**src/design/swp_pkg.sv**
```systemverilog
// ============================================================
// shared constants of the serial port
package swp_pkg;
    localparam int ADDR_W = 8;
    localparam int DATA_W = 32;
    localparam int DIV_W = 7;
    localparam int CLK_PERIOD_NS = 100;
    // ============================================================
    // register byte addresses
    localparam logic [ADDR_W-1:0] OFS_DATA = 8'h00;
    localparam logic [ADDR_W-1:0] OFS_CTRL1 = 8'h04;
    localparam logic [ADDR_W-1:0] OFS_CTRL2 = 8'h08;
    localparam logic [ADDR_W-1:0] OFS_CTRL3 = 8'h0C;
    localparam logic [ADDR_W-1:0] OFS_STAT = 8'h10;
    // ============================================================
    // field positions
    localparam int C1_MASTER = 0;
    localparam int C1_PHASE = 1;
    localparam int C1_IDLE = 2;
    localparam int C1_EN = 3;
    localparam int C3_BUFLEN = 0;
    localparam int C3_READY = 1;
    localparam int C3_ECHO = 2;
    localparam int C3_OVR_IE = 3;
    localparam int C3_RD_IE = 4;
    localparam int C3_WR_IE = 5;
    localparam int ST_BUSY = 0;
    localparam int ST_RBF = 1;
    localparam int ST_OVR = 2;
    // ============================================================
    // reset values and bus answers
    localparam logic [3:0] CTRL1_RST = 4'h0;
    localparam logic [DIV_W-1:0] CTRL2_RST = 7'h00;
    localparam logic [5:0] CTRL3_RST = 6'h00;
    localparam logic [1:0] RESP_OKAY = 2'h0;
    localparam logic [1:0] RESP_SLVERR = 2'h2;
    localparam logic [2:0] BIT_LAST = 3'h7;
    localparam logic [3:0] EDGE_LAST = 4'hF;
    typedef enum logic [2:0] {
        M_IDLE = 3'b001,
        M_WAIT = 3'b010,
        M_RUN = 3'b100
    } swp_mst_e;
endpackage

```
**src/design/swp_sync.sv**
```systemverilog
`timescale 1ns/1ps
// ============================================================
// two-stage synchroniser for pins from outside clk_sys
module swp_sync #(
    parameter int W = 1,
    parameter logic [W-1:0] RST_VAL = '0
) (
    input wire logic clk_sys,
    input wire logic rst_n,
    input wire logic [W-1:0] async,
    output logic [W-1:0] synced
);
    logic [W-1:0] meta_q;

    always_ff @(posedge clk_sys) begin
        if (!rst_n) begin
            meta_q <= RST_VAL;
            synced <= RST_VAL;
        end else begin
            meta_q <= async;
            synced <= meta_q;
        end
    end
endmodule // swp_sync

```
**src/design/swp_top.sv**
```systemverilog
`timescale 1ns/1ps
// What this block does
// - one master drives shift clock and starts transfers; slaves follow that clock
// - master sends on mosi, receives on miso; slave swaps line roles
// - one 8-bit shifter sends and receives together, msb first
// - one bit out and one bit in per shift clock cycle
// - data read returns read buffer; data write loads shifter only
// - shifter copies to read buffer when done and buffer already read
// - master: overrun when transfer starts with buffer and shifter both unread
// - read_buffer_full shows unread data; overrun_flag sticks once overrun happens
// - clock_phase_select picks mode; idle level and divider set shift clock
// - bit 6 on second leading edge, or on first trailing edge
// - master data write starts exactly eight shift clocks, then idle
// - master start delay half to 1.5 periods, or zero to one
// - slave: clock is input; miso and ready released while deselected
// - slave drives miso on select, msb first; done after eight clocks
// - slave echoes incoming bits if unwritten and echo enabled, else shifter
// - ready inactive at reset, set by software, cleared after each byte
// - interrupt while read_buffer_full and read_irq_enable
// - interrupt while busy_flag clear and write_irq_enable
// - interrupt when overrun_flag set and overrun_irq_enable
// - normal: output on falling, sample rising; alternate reverses both
// - master_select zero is slave, one is master
module swp_top
    import swp_pkg::*;
(
    input wire logic clk_sys,
    input wire logic rst_n,
    input wire logic [ADDR_W-1:0] s_axi_awaddr,
    input wire logic s_axi_awvalid,
    output logic s_axi_awready,
    input wire logic [DATA_W-1:0] s_axi_wdata,
    input wire logic [3:0] s_axi_wstrb,
    input wire logic s_axi_wvalid,
    output logic s_axi_wready,
    output logic [1:0] s_axi_bresp,
    output logic s_axi_bvalid,
    input wire logic s_axi_bready,
    input wire logic [ADDR_W-1:0] s_axi_araddr,
    input wire logic s_axi_arvalid,
    output logic s_axi_arready,
    output logic [DATA_W-1:0] s_axi_rdata,
    output logic [1:0] s_axi_rresp,
    output logic s_axi_rvalid,
    input wire logic s_axi_rready,
    input wire logic shiftClockRx,
    output logic shiftClockTx,
    output logic shiftClockOe,
    input wire logic masterOutSlaveInRx,
    output logic masterOutSlaveInTx,
    output logic masterOutSlaveInOe,
    input wire logic masterInSlaveOutRx,
    output logic masterInSlaveOutTx,
    output logic masterInSlaveOutOe,
    input wire logic slaveSelectN,
    output logic slaveReadyN,
    output logic slaveReadyOe,
    output logic irq
);
    // ============================================================
    // registers and state
    logic masterSelect_q, clockPhaseSelect_q, clockIdleLevel_q, enable_q;
    logic [DIV_W-1:0] clockDividerValue_q;
    logic slaveBufferLength_q, echoBackEnable_q;
    logic overrunIrqEnable_q, readIrqEnable_q, writeIrqEnable_q;
    logic [7:0] shifter_q, readBuffer_q;
    logic readBufferFull_q, shifterFull_q, overrunFlag_q, busyFlag_q;
    logic rxBit_q, pend_q, echo_q, txValid_q, readyActive_q, doneLoad_q, txBit_q;
    logic [2:0] bitCnt_q;
    logic [3:0] edgeCnt_q;
    logic [DIV_W-1:0] divCnt_q;
    logic sckLevel_q, sckPrev_q;
    swp_mst_e mState_q;
    logic bvalid_q, rvalid_q;
    logic [1:0] bresp_q, rresp_q;
    logic [DATA_W-1:0] rdata_q;
    logic sckS, selNS, mosiS, misoS;

    // ============================================================
    // pin synchronisers
    swp_sync #(.W(4), .RST_VAL(4'h2)) u_sync (
        .clk_sys(clk_sys),
        .rst_n(rst_n),
        .async({shiftClockRx, slaveSelectN, masterOutSlaveInRx, masterInSlaveOutRx}),
        .synced({sckS, selNS, mosiS, misoS})
    );

    // ============================================================
    // register bus
    logic wrFire, rdFire, wrData, rdPop, wrCtrl3, wrStat;
    logic [7:0] wByte;

    function automatic logic isMapped(input logic [ADDR_W-1:0] a);
        return a == OFS_DATA || a == OFS_CTRL1 || a == OFS_CTRL2 || a == OFS_CTRL3 || a == OFS_STAT;
    endfunction

    // both channels are taken together, so order between them never matters
    assign wrFire = s_axi_awvalid && s_axi_wvalid && !bvalid_q;
    assign s_axi_awready = wrFire;
    assign s_axi_wready = wrFire;
    assign rdFire = s_axi_arvalid && !rvalid_q;
    assign s_axi_arready = !rvalid_q;
    assign wByte = s_axi_wdata[7:0];
    assign wrData = wrFire && s_axi_wstrb[0] && s_axi_awaddr == OFS_DATA;
    assign wrCtrl3 = wrFire && s_axi_wstrb[0] && s_axi_awaddr == OFS_CTRL3;
    assign wrStat = wrFire && s_axi_wstrb[0] && s_axi_awaddr == OFS_STAT;
    assign rdPop = rdFire && s_axi_araddr == OFS_DATA;
    assign s_axi_bvalid = bvalid_q;
    assign s_axi_bresp = bresp_q;
    assign s_axi_rvalid = rvalid_q;
    assign s_axi_rresp = rresp_q;
    assign s_axi_rdata = rdata_q;

    always_ff @(posedge clk_sys) begin
        if (!rst_n) begin
            bvalid_q <= 1'b0;
            bresp_q <= RESP_OKAY;
        end else if (wrFire) begin
            bvalid_q <= 1'b1;
            bresp_q <= isMapped(s_axi_awaddr) ? RESP_OKAY : RESP_SLVERR;
        end else if (s_axi_bready) begin
            bvalid_q <= 1'b0;
        end
    end

    always_ff @(posedge clk_sys) begin
        if (!rst_n) begin
            rvalid_q <= 1'b0;
            rresp_q <= RESP_OKAY;
            rdata_q <= 32'h0000_0000;
        end else if (rdFire) begin
            rvalid_q <= 1'b1;
            rresp_q <= isMapped(s_axi_araddr) ? RESP_OKAY : RESP_SLVERR;
            case (s_axi_araddr)
                OFS_DATA: rdata_q <= {24'h00_0000, readBuffer_q};
                OFS_CTRL1: rdata_q <= {28'h000_0000, enable_q, clockIdleLevel_q,
                                       clockPhaseSelect_q, masterSelect_q};
                OFS_CTRL2: rdata_q <= {25'h000_0000, clockDividerValue_q};
                OFS_CTRL3: rdata_q <= {26'h000_0000, writeIrqEnable_q, readIrqEnable_q,
                                       overrunIrqEnable_q, echoBackEnable_q, 1'b0, slaveBufferLength_q};
                OFS_STAT: rdata_q <= {29'h0000_0000, overrunFlag_q, readBufferFull_q, busyFlag_q};
                default: rdata_q <= 32'h0000_0000;
            endcase
        end else if (s_axi_rready) begin
            rvalid_q <= 1'b0;
        end
    end

    always_ff @(posedge clk_sys) begin
        if (!rst_n) begin
            {enable_q, clockIdleLevel_q, clockPhaseSelect_q, masterSelect_q} <= CTRL1_RST;
            clockDividerValue_q <= CTRL2_RST;
            {writeIrqEnable_q, readIrqEnable_q, overrunIrqEnable_q, echoBackEnable_q} <= CTRL3_RST[5:2];
            slaveBufferLength_q <= CTRL3_RST[0];
        end else if (wrFire && s_axi_wstrb[0]) begin
            case (s_axi_awaddr)
                OFS_CTRL1: begin
                    masterSelect_q <= wByte[C1_MASTER];
                    clockPhaseSelect_q <= wByte[C1_PHASE];
                    clockIdleLevel_q <= wByte[C1_IDLE];
                    enable_q <= wByte[C1_EN];
                end
                OFS_CTRL2: clockDividerValue_q <= wByte[DIV_W-1:0];
                OFS_CTRL3: begin
                    slaveBufferLength_q <= wByte[C3_BUFLEN];
                    echoBackEnable_q <= wByte[C3_ECHO];
                    overrunIrqEnable_q <= wByte[C3_OVR_IE];
                    readIrqEnable_q <= wByte[C3_RD_IE];
                    writeIrqEnable_q <= wByte[C3_WR_IE];
                end
                default: ;
            endcase
        end
    end

    // ============================================================
    // master clock generator
    logic sampleLeading, mEdge, mFinish, mStart;
    logic [DIV_W-1:0] halfReload;

    // normal mode samples on the rising edge, so sampling is leading when idle is low
    assign sampleLeading = clockPhaseSelect_q == clockIdleLevel_q;
    assign halfReload = clockDividerValue_q;
    assign mStart = wrData && masterSelect_q && enable_q;
    assign mEdge = mState_q == M_RUN && divCnt_q == '0;
    assign mFinish = mEdge && edgeCnt_q == EDGE_LAST;

    always_ff @(posedge clk_sys) begin
        if (!rst_n || !enable_q || !masterSelect_q) begin
            mState_q <= M_IDLE;
            divCnt_q <= '0;
            edgeCnt_q <= 4'h0;
        end else begin
            case (mState_q)
                M_IDLE: begin
                    if (mStart) begin
                        mState_q <= M_WAIT;
                        divCnt_q <= sampleLeading ? halfReload : '0;
                        edgeCnt_q <= 4'h0;
                    end
                end
                M_WAIT: begin
                    if (divCnt_q == '0) begin
                        mState_q <= M_RUN;
                    end else begin
                        divCnt_q <= divCnt_q - 1'b1;
                    end
                end
                M_RUN: begin
                    if (mEdge) begin
                        divCnt_q <= halfReload;
                        edgeCnt_q <= edgeCnt_q + 1'b1;
                        if (mFinish) begin
                            mState_q <= M_IDLE;
                        end
                    end else begin
                        divCnt_q <= divCnt_q - 1'b1;
                    end
                end
                default: mState_q <= M_IDLE;
            endcase
        end
    end

    always_ff @(posedge clk_sys) begin
        if (!rst_n) begin
            sckLevel_q <= 1'b0;
        end else if (mState_q != M_RUN) begin
            sckLevel_q <= clockIdleLevel_q;
        end else if (mEdge) begin
            sckLevel_q <= !sckLevel_q;
        end
    end

    // ============================================================
    // slave edge detection on synchronised pins
    logic selActive, sEdge, sRise, sDone;

    assign selActive = !selNS && !masterSelect_q && enable_q;
    always_ff @(posedge clk_sys) begin
        if (!rst_n) begin
            sckPrev_q <= 1'b0;
        end else begin
            sckPrev_q <= sckS;
        end
    end
    assign sEdge = selActive && sckS != sckPrev_q;
    assign sRise = sckS;

    // ============================================================
    // shared shift engine
    logic evEdge, evRise, evSample, evShift, dataIn, xferDone;

    assign evEdge = masterSelect_q ? mEdge : sEdge;
    assign evRise = masterSelect_q ? !sckLevel_q : sRise;
    assign dataIn = masterSelect_q ? misoS : mosiS;
    assign evSample = evEdge && (evRise != clockPhaseSelect_q);
    assign evShift = evEdge && (evRise == clockPhaseSelect_q);
    assign sDone = !masterSelect_q && evSample && bitCnt_q == BIT_LAST;
    assign xferDone = masterSelect_q ? mFinish : sDone;

    // a shift edge only moves data after a sample, so the msb stays up through
    // a leading shift edge and bit 6 lands where the two clocking modes expect
    always_ff @(posedge clk_sys) begin
        if (!rst_n) begin
            shifter_q <= 8'h00;
            rxBit_q <= 1'b0;
            pend_q <= 1'b0;
            bitCnt_q <= 3'h0;
        end else if (wrData) begin
            shifter_q <= wByte;
            pend_q <= 1'b0;
            bitCnt_q <= 3'h0;
        end else if (!masterSelect_q && !selActive) begin
            pend_q <= 1'b0;
            bitCnt_q <= 3'h0;
        end else if (evSample && bitCnt_q == BIT_LAST) begin
            shifter_q <= {shifter_q[6:0], dataIn};
            pend_q <= 1'b0;
            bitCnt_q <= 3'h0;
        end else if (evSample) begin
            rxBit_q <= dataIn;
            pend_q <= 1'b1;
            bitCnt_q <= bitCnt_q + 1'b1;
        end else if (evShift && pend_q) begin
            shifter_q <= {shifter_q[6:0], rxBit_q};
            pend_q <= 1'b0;
        end
    end

    // the data line holds on sample edges: the last sample loads the shifter,
    // and the far side samples on that same edge, so the pin must not follow it there
    always_ff @(posedge clk_sys) begin
        if (!rst_n) begin
            txBit_q <= 1'b0;
        end else if (wrData) begin
            txBit_q <= wByte[7];
        end else if (evShift && pend_q) begin
            txBit_q <= shifter_q[6];
        end else if (!evSample) begin
            txBit_q <= shifter_q[7];
        end
    end

    // ============================================================
    // read buffer, status flags
    always_ff @(posedge clk_sys) begin
        if (!rst_n) begin
            doneLoad_q <= 1'b0;
        end else begin
            doneLoad_q <= xferDone;
        end
    end

    always_ff @(posedge clk_sys) begin
        if (!rst_n || !enable_q) begin
            readBuffer_q <= 8'h00;
            readBufferFull_q <= 1'b0;
            shifterFull_q <= 1'b0;
        end else if (doneLoad_q && (!readBufferFull_q || rdPop)) begin
            readBuffer_q <= shifter_q;
            readBufferFull_q <= 1'b1;
        end else if (doneLoad_q) begin
            shifterFull_q <= 1'b1;
        end else if (rdPop && shifterFull_q) begin
            readBuffer_q <= shifter_q;
            shifterFull_q <= 1'b0;
        end else if (rdPop) begin
            readBufferFull_q <= 1'b0;
        end
    end

    // set wins over a write-one clear in the same cycle
    always_ff @(posedge clk_sys) begin
        if (!rst_n || !enable_q) begin
            overrunFlag_q <= 1'b0;
        end else if (mStart && readBufferFull_q && shifterFull_q) begin
            overrunFlag_q <= 1'b1;
        end else if (wrStat && wByte[ST_OVR]) begin
            overrunFlag_q <= 1'b0;
        end
    end

    always_ff @(posedge clk_sys) begin
        if (!rst_n || !enable_q) begin
            busyFlag_q <= 1'b0;
        end else if (mStart || (!masterSelect_q && evSample)) begin
            busyFlag_q <= 1'b1;
        end else if (doneLoad_q || (!masterSelect_q && !selActive)) begin
            busyFlag_q <= 1'b0;
        end
    end

    // ============================================================
    // slave echo and ready
    always_ff @(posedge clk_sys) begin
        if (!rst_n) begin
            txValid_q <= 1'b0;
            echo_q <= 1'b0;
        end else begin
            if (wrData) begin
                txValid_q <= 1'b1;
            end else if (xferDone) begin
                txValid_q <= 1'b0;
            end
            // decision is frozen once the slave transfer is under way
            if (!busyFlag_q) begin
                echo_q <= echoBackEnable_q && !txValid_q && !wrData;
            end
        end
    end

    always_ff @(posedge clk_sys) begin
        if (!rst_n) begin
            readyActive_q <= 1'b0;
        end else if (wrCtrl3 && wByte[C3_READY] && !masterSelect_q) begin
            readyActive_q <= 1'b1;
        end else if (sDone) begin
            readyActive_q <= 1'b0;
        end
    end

    // ============================================================
    // pins and interrupt
    assign shiftClockTx = sckLevel_q;
    assign shiftClockOe = masterSelect_q;
    assign masterOutSlaveInTx = txBit_q;
    assign masterOutSlaveInOe = masterSelect_q;
    // echo uses the synchronised input, so the echoed bit lags the pin by two clocks
    assign masterInSlaveOutTx = echo_q ? mosiS : txBit_q;
    assign masterInSlaveOutOe = selActive;
    assign slaveReadyN = !readyActive_q;
    assign slaveReadyOe = selActive;
    assign irq = (readBufferFull_q && readIrqEnable_q)
        || (!busyFlag_q && writeIrqEnable_q)
        || (overrunFlag_q && overrunIrqEnable_q);
endmodule // swp_top

```
**config.mk**
```make
export PLATFORM = sky130hd
export DESIGN_NAME = swp_top
export DESIGN_NICKNAME = d
export VERILOG_FILES = /design/src/design/swp_pkg.sv /design/src/design/swp_sync.sv /design/src/design/swp_top.sv
export SDC_FILE = /design/constraint.sdc
export NUM_CORES = 1
export LEC_CHECK = 0
export ABC_AREA = 0
export BUFFER_PORTS_ARGS = -buffer_cell sky130_fd_sc_hd__buf_2
export CORE_MARGIN = 5
export CORE_UTILIZATION = 49
export CTS_BUF_LIST = sky130_fd_sc_hd__clkbuf_8
export DETAILED_ROUTE_END_ITERATION = 10
export PLACE_DENSITY_LB_ADDON = 0.2
export SYNTH_ARGS = -nofsm -noshare
export SYNTH_HDL_FRONTEND = slang
export SYNTH_HIERARCHICAL = 1
export SYNTH_SLANG_ARGS = --single-unit
```
**constraint.sdc**
```tcl
create_clock -name clk_sys -period 1.75 [get_ports clk_sys]
set_input_delay 0.35 -clock clk_sys [delete_from_list [all_inputs] [get_ports clk_sys]]
set_output_delay 0.35 -clock clk_sys [all_outputs]
set_load 0.1 [all_outputs]
```
### Yosys cells after proc, flatten, opt, wreduce, memory -nomap -nowiden

Index checks and enable logic that the tools add are counted.

| storage, ports and cells | value |
|---|---|
| register bits | 108 |
| output and inout port bits | 50 |

| operators by class | value |
|---|---|
| equality and inequality tests | 28 |
| bitwise logic cells | 5 |
| reduce and logical (&&, ||, !) cells | 91 |
| mux-type cells | 54 |
| add/sub/neg operators | 3 |

Operators by type and width:

| cell | number |
|---|---|
| two-way mux 8 bit | 8 |
| case mux 8 bit (5 select lines) | 1 |
| logical AND 1 bit | 34 |
| equality test 8 x 4 -> 1 bit, second input constant | 4 |
| two-way mux 1 bit | 30 |
| two-way mux 7 bit | 4 |
| nonzero test 2 bit | 12 |
| case mux 7 bit (3 select lines) | 1 |
| equality test 8 x 3 -> 1 bit, second input constant | 2 |
| equality test 8 x 5 -> 1 bit, second input constant | 2 |
| logical NOT 8 bit | 2 |
| logical OR 1 bit | 15 |
| inequality test 2 bit, second input constant | 7 |
| logical NOT 1 bit | 13 |
| two-way mux 3 bit | 4 |
| AND reduction 3 bit | 4 |
| AND reduction 2 bit | 5 |
| case mux 3 bit (3 select lines) | 1 |
| two-way mux 4 bit | 2 |
| case mux 4 bit (2 select lines) | 1 |
| AND reduction 4 bit | 2 |
| logical NOT 7 bit | 1 |
| subtractor 7 x 1 -> 7 bit, second input constant | 1 |
| equality test 3 bit, second input constant | 2 |
| 14 further kinds | 23 |

### Longest topological paths before layout

Gate-level depths: netlist (run 1).

| depth | value |
|---|---|
| depth in word-level cells | 12 |
| mapped depth | 8 |
| mapped depth without buffers | 7 |

### Modules after synthesis

Netlist (run 1), hierarchy kept.

Modules (own cells, without submodules):

| module | sequential area each (sq um) | instances | cells an instance | area each (sq um) |
|---|---|---|---|---|
| swp_top | 1481.4 | 1 | 466 | 3988.8 |
| swp_sync | 160.2 | 1 | 16 | 210.2 |

### Least setup slack after synthesis (run 1)

Ideal clock, no wire load.

| timing | value |
|---|---|
| kind | flip-flop to flip-flop |
| start point | register masterSelect_q (netlist: masterOutSlaveInOe) |
| end point | register rxBit_q |
| path buffers | 1 |
| slack | -2770 ps |
| arrival | 4398 ps |
| stages on the path, launching flop included | 7 |
| setup time | 122 ps |
| path through | dfxtp_1 -> buf_6 -> nor3b_1 -> and2_1 -> nor2_2 -> or3_1 -> o311a_1 |

| on the way | value |
|---|---|
| longest elaborated chain between the ends | 9 |

RTL lines:

| item | line | source |
|---|---|---|
| start, declared | swp_top.sv:62 | `logic masterSelect_q, clockPhaseSelect_q, clockIdleLevel_q, enable_q;` |
| start signal, assigned | swp_top.sv:158 | `masterSelect_q <= wByte[C1_MASTER];` |
| logical NOT 1 bit * | swp_top.sv:239 | `assign selActive = !selNS && !masterSelect_q && enable_q;` |
| logical AND 1 bit * (2 in series) | swp_top.sv:239 |  |
| named net masterInSlaveOutOe | swp_top.sv:54 | `output logic masterInSlaveOutOe,` |
| logical AND 1 bit | swp_top.sv:247 | `assign sEdge = selActive && sckS != sckPrev_q;` |
| two-way mux 1 bit | swp_top.sv:254 | `assign evEdge = masterSelect_q ? mEdge : sEdge;` |
| logical AND 1 bit | swp_top.sv:257 | `assign evSample = evEdge && (evRise != clockPhaseSelect_q);` |
| logical AND 1 bit | swp_top.sv:277 | `end else if (evSample && bitCnt_q == BIT_LAST) begin` |
| NOT 1 bit (no source line) | - |  |
| AND reduction 4 bit (no source line) * | - |  |
| end signal, assigned | swp_top.sv:282 | `rxBit_q <= dataIn;` |
| end, declared | swp_top.sv:68 | `logic rxBit_q, pend_q, echo_q, txValid_q, readyActive_q, doneLoad_q, txBit_q;` |

The timed path passes the listed nets; every way through them passes the cells marked *.
A chain may end at the register's enable or synchronous reset.

### Worst setup path after layout (run 1)

| timing | value |
|---|---|
| start point | register divCnt_q[2] |
| end point | register rxBit_q |

| on the way | value |
|---|---|
| longest elaborated chain between the ends | 7 |

RTL lines:

| item | line | source |
|---|---|---|
| start, declared | swp_top.sv:71 | `logic [DIV_W-1:0] divCnt_q;` |
| start signal, assigned | swp_top.sv:198 | `divCnt_q <= sampleLeading ? halfReload : '0;` |
| start signal, assigned | swp_top.sv:206 | `divCnt_q <= divCnt_q - 1'b1;` |
| start signal, assigned | swp_top.sv:211 | `divCnt_q <= halfReload;` |
| logical NOT 7 bit * | swp_top.sv:185 | `assign mEdge = mState_q == M_RUN && divCnt_q == '0;` |
| logical AND 1 bit * | swp_top.sv:185 |  |
| two-way mux 1 bit * | swp_top.sv:254 |  |
| logical AND 1 bit * | swp_top.sv:257 |  |
| logical AND 1 bit | swp_top.sv:277 |  |
| NOT 1 bit (no source line) | - |  |
| AND reduction 4 bit (no source line) * | - |  |

Every way passes the cells marked *; elsewhere a longest branch is shown, timed or not.

==> results of run 1 <==
-- area by class of cell --
cell class | count | area, µm² | share of cell area (%)
clock buffer | 9 | 124 | 2.15
inverter | 14 | 56.3 | 0.975
clock inverter | 7 | 81.3 | 1.41
tap | 105 | 131 | 2.28
multi-input combinational | 360 | 2690 | 46.5
timing repair buffer | 138 | 1030 | 17.8
sequential | 82 | 1660 | 28.8
-- per-layer routing --
| layer | part of all wire (%) | up-vias | global-route usage [%] |
|---|---|---|---|
| li1 | - | 1957 | - |
| met1 | 43 | 1911 | 28.8 |
| met2 | 50 | 139 | 36.0 |
| met3 | 5.3 | 20 | 3.04 |
| met4 | 1.9 | 0 | 6.86 |
| met5 | 0 | - | 0 |
-- critical path: cells and delay by family (launching register included) --
kind | cells | cell delay, ps
AND/OR/NAND/NOR | 4 | 1110
AO/OA/AOI/OAI | 1 | 300
flip-flops | 1 | 340
-- path summary, 6_finish.rpt --
kind                                                  start                           to  slack (ps)  depth (start not counted)
worst max-delay path               divCnt_q[2]$_SDFFE_PP0P_         rxBit_q$_SDFFE_PN0P_        -110                          5
worst max register to register     divCnt_q[2]$_SDFFE_PP0P_         rxBit_q$_SDFFE_PN0P_        -110                          5
worst min-delay path                           s_axi_rready    s_axi_rvalid$_SDFFE_PN0P_         150                          2
worst min register to register  u_sync/meta_q[1]$_SDFF_PN1_  u_sync/synced[1]$_SDFF_PN1_         430                          1
-- repair_timing --
item,4_1_cts,5_1_grt
setup endpoints to repair,32,44
buffers inserted,8,7
gates resized for setup,26,70
pin swaps,13,31
cloned,0,0
-- state kept, by name, summed over array words and instances, names as in the netlist, 3 cells and up --
name / cells
bitCnt_q: 3
clockDividerValue_q: 7
divCnt_q: 7
edgeCnt_q: 4
mState_q: 3
readBuffer_q: 8
s_axi_rdata: 8
shifter_q: 8
u_sync/meta_q: 4
u_sync/synced: 4
-- cell usage in the layout, fill, tap and decap left out, types with 7 or more instances in the layout --
cell,n
dfxtp_1,70
buf_4,66
buf_2,54
nor2_1,36
conb_1,26
a21oi_1,24
mux2i_1,22
nand2_1,22
o21ai_0,19
a21oi_2,18
nand3_1,14
inv_1,11
buf_6,11
nand3_2,9
dfxtp_2,9
clkbuf_8,9
a22oi_1,7
nand2b_1,7
and2_1,7
buf_12,7
-- report_power, final --
part           internal, mW  total, mW  switching (mW)
clock                 0.687       1.47           0.782
sequential             1.88       1.89          0.0103
combinational         0.110      0.599           0.488
-- kinds of logic after synthesis --
kind of cell             after synthesis  share of synthesized area (%)
AND/OR/NAND/NOR                      159                           21.5
AO/OA/AOI/OAI                        134                           20.2
flip-flops                            82                           39.1
buffers and inverters                 65                           8.76
multiplexers                          30                           7.63
XOR/XNOR                               6                           1.25
adder cells (fa/ha/maj)                5                           1.49
other                                  1                         0.0893
-- stage by stage --
stage	utilization [%]	worst slack, ps
2_1_floorplan	-	-793
3_3_place_gp	61.0	-295
3_5_place_dp	61.0	-312
4_1_cts	65.4	-66.9
5_1_grt	69.6	-127
6_report	69.6	-114
==> flow_summary.yaml, run 1 <==
setup_path:
  crit_slowest_cell: "nor4_4"
  crit_fanout: 8
  worstPathArrival_ps: 2100
  cp_slowest_stage_delay_ps: 380
  worstPathCellList: "nor4_4 > and4_4 > nor2_4 > or3_4 > o311a_1"
  critPathRequiredTime_ps: 1990
  worstSetupStartpointType: "register"
  worstSetupPathType: "reg2reg"
  endpoint_kind: "register"
floorplanning:
  num_rows: 33
  initial_core_util_pct: 50.6
  die_area_um2: 10500
  die_y_um: 103
  die_w_um: 103
  num_io_pins: 113
  core_um2: 8300
global_routing:
  grt_use_total_pct: 21.6
  grt_pass1_wl_mm: 18.1
  antenna_found_initial: 0
  grt_pass1_vias: 3880
  grt_max_degree: 22
  grt-ovfl-total: 0
final_layout:
  layout-drive-gt1-share_pct: 43.1
  nFillCells: 649
  syn2layout_area_growth_pct: 37.5
  layoutNonFillerInstCount: 715
  nets: 673
  final_design_area_no_fill_um2: 5770
  num_antenna_cells: 0
clock_tree:
  clock_latency_ps: 360
  root_buffer: "clkbuf_8"
  cts_buffer_depth: 2
  holdBufCountCts: 0
  numCtsBuffers: 9
  cts_max_level: 3
  clkTransAtPathRegs_ps: 100
  clkSinkCount: 82
  cts_tree: "built"
logic_synthesis:
  synthDistinctLibCells: 67
  synth-seq-area-share_pct: 39.1
  synthCells: 482
  netlist.area_leader.share_pct: 39.1
  async_flop_share_pct: 0
  synth_common_cells: "82 x dfxtp_1, 42 x a21oi_1, 38 x nor2_1"
  synth_area_um2: 4200
  netlist_top_cells_area: "dfxtp_1 39%, mux2i_1 5.5%, buf_4 5.2%"
  synth-seq-cells: 82
  post-synth-top-area-cell: "dfxtp_1"
  avgSynthCellArea_um2: 8.71
  synth.most_common_cell: "dfxtp_1"
  synth_edf_count: 0
  ys_warn_count: 6
  synthFlopType: "dfxtp_1"
routing:
  drcViolationCount: 0
  totalWireLength_mm: 11.8
  antenna_left: 0
  drtIter0Drc: 235
  vias_per_cell: 5.63
  firstDrtPassIters: 5
  via_count: 4027
  wire_per_inst_um: 16.4
timing:
  rsz0062_at_grt: "yes"
  period_share_pct: 106
  tns_ps: -459
  finalSetupViolCount: 13
  skew_ps: 16.4
  maxClockFrequency_mhz: 537
  drv_slew: 0
  timing.final.ws_setup_ps: -114
  hold-worst-slack_ps: 150
  final.min_clock_period_ps: 1860
  hold_violations: 0
placement:
  dpl_cell_area_um2: 5060
  hpwl_mm: 8.35
  dp_cells: 684
  place_congestion: 0.914
  port-buffer-count: 59
run_status:
  violations: "setup timing"
  status: "finished, violations left"
flow_run:
  cap_violations: 0
power_and_ir_drop:
  power.leakage_nw: 2.29
  peakVddDrop_uv: 573
  total_power_mw: 3.96
  power_density_nw_per_um2: 686
min_path:
  min_path_type: "in2reg"
Power figures use the tool's default switching activity.
==> run 2, diff against run 1 <==
--- a/config.mk
+++ b/config.mk
@@ -6,11 +6,13 @@
 export NUM_CORES = 1
 export LEC_CHECK = 0
 export ABC_AREA = 0
-export BUFFER_PORTS_ARGS = -buffer_cell sky130_fd_sc_hd__buf_2
+export BUFFER_PORTS_ARGS = -buffer_cell sky130_fd_sc_hd__buf_4
+export CORE_ASPECT_RATIO = 0.7
 export CORE_MARGIN = 5
 export CORE_UTILIZATION = 49
 export CTS_BUF_LIST = sky130_fd_sc_hd__clkbuf_8
 export DETAILED_ROUTE_END_ITERATION = 10
+export GPL_ROUTABILITY_DRIVEN = 1
 export PLACE_DENSITY_LB_ADDON = 0.2
 export SYNTH_ARGS = -nofsm -noshare
 export SYNTH_HDL_FRONTEND = slang
==> flow_summary.yaml, run 2 (same netlist as run 1, synthesis figures left out) <==
run_status:
  violations: "setup timing"
  status: "finished, violations left"
clock_tree:
  cts_max_level: 3
  cts_tree: "built"
  root_buffer: "clkbuf_8"
  holdBufCountCts: 0
  clock_latency_ps: 360
  cts_buffer_depth: 2
  numCtsBuffers: 9
  clkTransAtPathRegs_ps: 90
  clkSinkCount: 82
final_layout:
  num_antenna_cells: 0
  syn2layout_area_growth_pct: 35.4
  layout-drive-gt1-share_pct: 38.8
  nets: 664
  most-common-layout-cells: "113 x buf_4, 69 x dfxtp_1, 36 x nor2_1, 33 x a21oi_1, 26 x conb_1"
  regArea_um2: 1670
  nFillCells: 703
  final_design_area_no_fill_um2: 5690
  layout_commonest_cell: "buf_4"
  multi_input_area_um2: 2580
global_routing:
  grt.met3_usage_pct: 4.42
  grt_max_degree: 28
  antenna_found_initial: 0
  grt_use_total_pct: 23.1
  grt-ovfl-total: 0
  grt_use_met2_pct: 35.0
  met1_usage_pct: 33.1
  top_usage_layer: "met2"
  grt_pass1_vias: 3923
  grt_pass1_wl_mm: 19.3
timing:
  skew_ps: 14.6
  tightest_slew_ps: 595
  final.min_clock_period_ps: 1800
  timing.final.ws_setup_ps: -54.7
  drv_slew: 0
  period_share_pct: 103
  rsz0062_at_grt: "yes"
  hold-worst-slack_ps: 167
  maxClockFrequency_mhz: 554
  finalSetupViolCount: 4
  hold_violations: 0
  relSlewSlack_pct: 60.2
routing:
  via_count: 4026
  firstDrtPassIters: 5
  vias_per_cell: 5.70
  wire_per_inst_um: 17.3
  antenna_left: 0
  drtIter0Drc: 496
  totalWireLength_mm: 12.2
  drcViolationCount: 0
setup_path:
  r2r_start: "divCnt_q[1]$_SDFFE_PP0P_"
  rr_endpoint: "rxBit_q$_SDFFE_PN0P_"
  worstPathArrival_ps: 2060
  r2r_cells: 7
  crit_fanout: 5
  worstSetupPathType: "reg2reg"
  critPathRequiredTime_ps: 2000
  worstSetupStartpointType: "register"
  rrSetupSlack_ps: -50
  endpoint_kind: "register"
  startpoint: "divCnt_q[1]$_SDFFE_PP0P_"
power_and_ir_drop:
  power_density_nw_per_um2: 674
  switching_share_pct: 31.7
  peakVddDrop_uv: 504
  power.leakage_nw: 2.28
  clkPwrFrac_pct: 34.2
  internal_power_mw: 2.62
  combPwrFrac_pct: 16.4
  sequentialPowerShare_pct: 49.4
  switchingPower_mw: 1.22
floorplanning:
  num_rows: 28
  core_um2: 8410
  die_y_um: 87.5
  die_area_um2: 10600
  num_io_pins: 113
  die_w_um: 121
  initial_core_util_pct: 49.9
placement:
  dpl_cell_area_um2: 5100
  place_congestion: 0.886
  hpwl_mm: 8.80
  port-buffer-count: 59
min_path:
  min_from: "s_axi_rready"
  holdPathStages: 2
  min_path_type: "in2reg"
  min_to: "s_axi_rvalid$_SDFFE_PN0P_"
flow_run:
  cap_violations: 0
## run 2: per-layer routing
layer / routed length (µm) / part of all wire, %
met1: 5690 / 47
met5: 0 / 0
met2: 5520 / 45
met3: 829 / 6.8
met4: 186 / 1.5
## run 2: area by class of cell
cell class                      count  share of cell area (%)
Clock buffer                       11                    2.66
Clock inverter                      5                   0.638
Inverter                           14                   0.990
Multi-Input combinational cell    361                    45.5
Sequential cell                    82                    29.3
Tap cell                          105                    2.31
Timing Repair Buffer              128                    18.6
## run 2: power groups by stage
stage | registers [mW] | logic, mW | clock network [mW]
floorplan | 2.03 | 0.413 | 0
global placement | 1.94 | 0.607 | 0
detailed placement | 1.94 | 0.612 | 0
CTS | 1.90 | 0.613 | 1.33
global route | 1.90 | 0.652 | 1.42
finish | 1.89 | 0.628 | 1.31
## run 2: how the worst max path moves through the flow
stage	slack [ps]	endpoint	cells after the start
3_5_place_dp	-400	readBuffer_q[0]$_SDFFE_PP0P_	7
4_1_cts	-60	s_axi_wready	3
2_1_floorplan	-790	rxBit_q$_SDFFE_PN0P_	6
6_report	-50	rxBit_q$_SDFFE_PN0P_	7
5_1_grt	-110	rxBit_q$_SDFFE_PN0P_	5
3_3_place_gp	-290	readBuffer_q[7]$_SDFFE_PP0P_	6
## run 2: per-stage QoR
step / util, % / setup WS, ps / cells / setup TNS (ps) / power [mW]
floorplan: - / -793 / 507 / -15310 / 2.45
global placement: 60.7 / -288 / 680 / -8870 / 2.55
detailed placement: 60.7 / -396 / 680 / -11880 / 2.55
CTS: 64.4 / -55.5 / 699 / -245 / 3.84
global route: 67.6 / -108 / 706 / -973 / 3.97
finish: 67.6 / -54.7 / 706 / -113 / 3.83
## run 2: worst max-delay path: stages (launching register included)
cell and delay [ps]:
dfxtp_2 330, inv_1 100, ha_4 140, nor2b_4 160, and4_4 280, nor2_4 60, or3_4 340, o311a_1 290
## run 2: timing repair
action	CTS	global route
pin swaps	16	20
setup endpoints to repair	32	45
buffers inserted	3	7
resized for setup	21	58
gates cloned	0	1
==> run 3, diff against run 2 <==
--- a/config.mk
+++ b/config.mk
@@ -13,7 +13,7 @@
 export CTS_BUF_LIST = sky130_fd_sc_hd__clkbuf_8
 export DETAILED_ROUTE_END_ITERATION = 10
 export GPL_ROUTABILITY_DRIVEN = 1
-export PLACE_DENSITY_LB_ADDON = 0.2
+export PLACE_DENSITY = 0.81
 export SYNTH_ARGS = -nofsm -noshare
 export SYNTH_HDL_FRONTEND = slang
 export SYNTH_HIERARCHICAL = 1
==> flow_summary.yaml, run 3 (same netlist as run 1, synthesis figures left out) <==
run_status:
  status: "finished, violations left"
  violations: "setup timing"
final_layout:
  most-common-layout-cells: "116 x buf_4, 71 x dfxtp_1, 35 x nor2_1, 34 x a21oi_1, 26 x conb_1"
  layout-drive-gt1-share_pct: 39.5
  num_antenna_cells: 0
  nFillCells: 617
  final_design_area_no_fill_um2: 5710
  multi_input_area_um2: 2580
  syn2layout_area_growth_pct: 36.1
  regArea_um2: 1660
  nets: 668
  layout_commonest_cell: "buf_4"
setup_path:
  crit_fanout: 12
  rr_endpoint: "bitCnt_q[0]$_SDFFE_PP0N_"
  worstSetupStartpointType: "register"
  critPathRequiredTime_ps: 2040
  worstPathArrival_ps: 2120
  rrSetupSlack_ps: -80
  worstSetupPathType: "reg2reg"
  r2r_cells: 5
  endpoint_kind: "register"
  r2r_start: "divCnt_q[2]$_SDFFE_PP0P_"
routing:
  totalWireLength_mm: 12.4
  firstDrtPassIters: 5
  drcViolationCount: 0
  antenna_left: 0
  via_count: 4205
  wire_per_inst_um: 17.5
  vias_per_cell: 5.92
  drtIter0Drc: 362
global_routing:
  grt_pass1_vias: 3960
  grt_pass1_wl_mm: 19.3
  grt-ovfl-total: 0
  grt_use_total_pct: 23.2
  antenna_found_initial: 0
  grt_max_degree: 31
floorplanning:
  die_area_um2: 10600
  die_y_um: 87.5
  core_um2: 8410
  num_rows: 28
  die_w_um: 121
  initial_core_util_pct: 49.9
  num_io_pins: 113
placement:
  dpl_cell_area_um2: 5160
  place_congestion: 0.941
  port-buffer-count: 59
  hpwl_mm: 8.91
power_and_ir_drop:
  power_density_nw_per_um2: 659
  power.leakage_nw: 2.31
  peakVddDrop_uv: 502
min_path:
  holdPathStages: 2
  min_to: "s_axi_rvalid$_SDFFE_PN0P_"
  min_from: "s_axi_rready"
  min_path_type: "in2reg"
clock_tree:
  clkTransAtPathRegs_ps: 80
  clkSinkCount: 82
  clock_latency_ps: 370
  holdBufCountCts: 0
  numCtsBuffers: 9
  cts_tree: "built"
  root_buffer: "clkbuf_8"
  cts_max_level: 3
  cts_buffer_depth: 2
timing:
  maxClockFrequency_mhz: 547
  timing.final.ws_setup_ps: -77.1
  finalSetupViolCount: 7
  skew_ps: 10.4
  rsz0062_at_grt: "yes"
  tns_ps: -279
  final.min_clock_period_ps: 1830
  relSlewSlack_pct: 63.7
  hold_violations: 0
  tightest_slew_ps: 544
  drv_slew: 0
  period_share_pct: 104
flow_run:
  cap_violations: 0
[run 3: cell count changes in the layout (fill, tap and decap cells not counted), moves of 3 or more]
| cell | before | now |
|---|---|---|
| o21ai_2 | 6 | 1 |
| clkinv_2 | 0 | 3 |
| buf_4 | 113 | 116 |
| o21ai_1 | 6 | 11 |
[run 3: how the worst max path moves through the flow]
stage / startpoint / to / slack, ps
final: divCnt_q[2]$_SDFFE_PP0P_ / bitCnt_q[0]$_SDFFE_PP0N_ / -80
after global routing: u_sync/synced[3]$_SDFF_PN0_ / rxBit_q$_SDFFE_PN0P_ / -130
after CTS: divCnt_q[5]$_SDFFE_PP0P_ / bitCnt_q[0]$_SDFFE_PP0N_ / -60
after detailed placement: s_axi_araddr[2] / readBuffer_q[2]$_SDFFE_PP0P_ / -310
after global placement: s_axi_araddr[2] / readBuffer_q[7]$_SDFFE_PP0P_ / -260
after floorplan: masterOutSlaveInOe$_SDFFE_PN0P_ / rxBit_q$_SDFFE_PN0P_ / -790
[run 3: power by group]
group	internal [mW]	total [mW]	switching [mW]
combinational	0.138	0.631	0.493
clock	0.515	1.24	0.723
sequential	1.88	1.89	0.0105
[run 3: repair_timing]
item	CTS	global route
hold endpoints to repair	0	0
buffers inserted	6	3
gates resized for setup	36	48
pin swaps	11	18
endpoints found under the setup margin	31	33
[run 3: area by class of cell]
type,instances,area share [%]
multi-input combinational,360,45.1
sequential,82,29.1
timing repair buffer,133,19.5
tap,105,2.30
clock buffer,9,2.17
inverter,14,0.986
clock inverter,7,0.788
[run 3: routing by layer]
metal / routed length, µm / GRT usage, %
met1: 5070 / 29.6
met4: 398 / 9.36
met2: 5940 / 37.8
met3: 1040 / 6.10
met5: 0 / 0
[run 3: metrics by stage]
step / util (%) / instances / setup WS (ps) / total power, mW / hold slack (ps)
floorplan: - / 507 / -793 / 2.45 / 386
global placement: 61.4 / 686 / -258 / 2.54 / 395
global route: 67.9 / 710 / -135 / 3.90 / 140
detailed placement: 61.4 / 686 / -307 / 2.55 / 395
finish: 67.9 / 710 / -77.1 / 3.76 / 165
CTS: 65.6 / 708 / -57.1 / 3.77 / 151
[run 3: critical path, cell delays in order (launching register included)]
cell and delay, ps:
dfxtp_2 340, nor4_4 360, and4_4 310, nor2_4 70
or4_4 540, a21oi_2 130
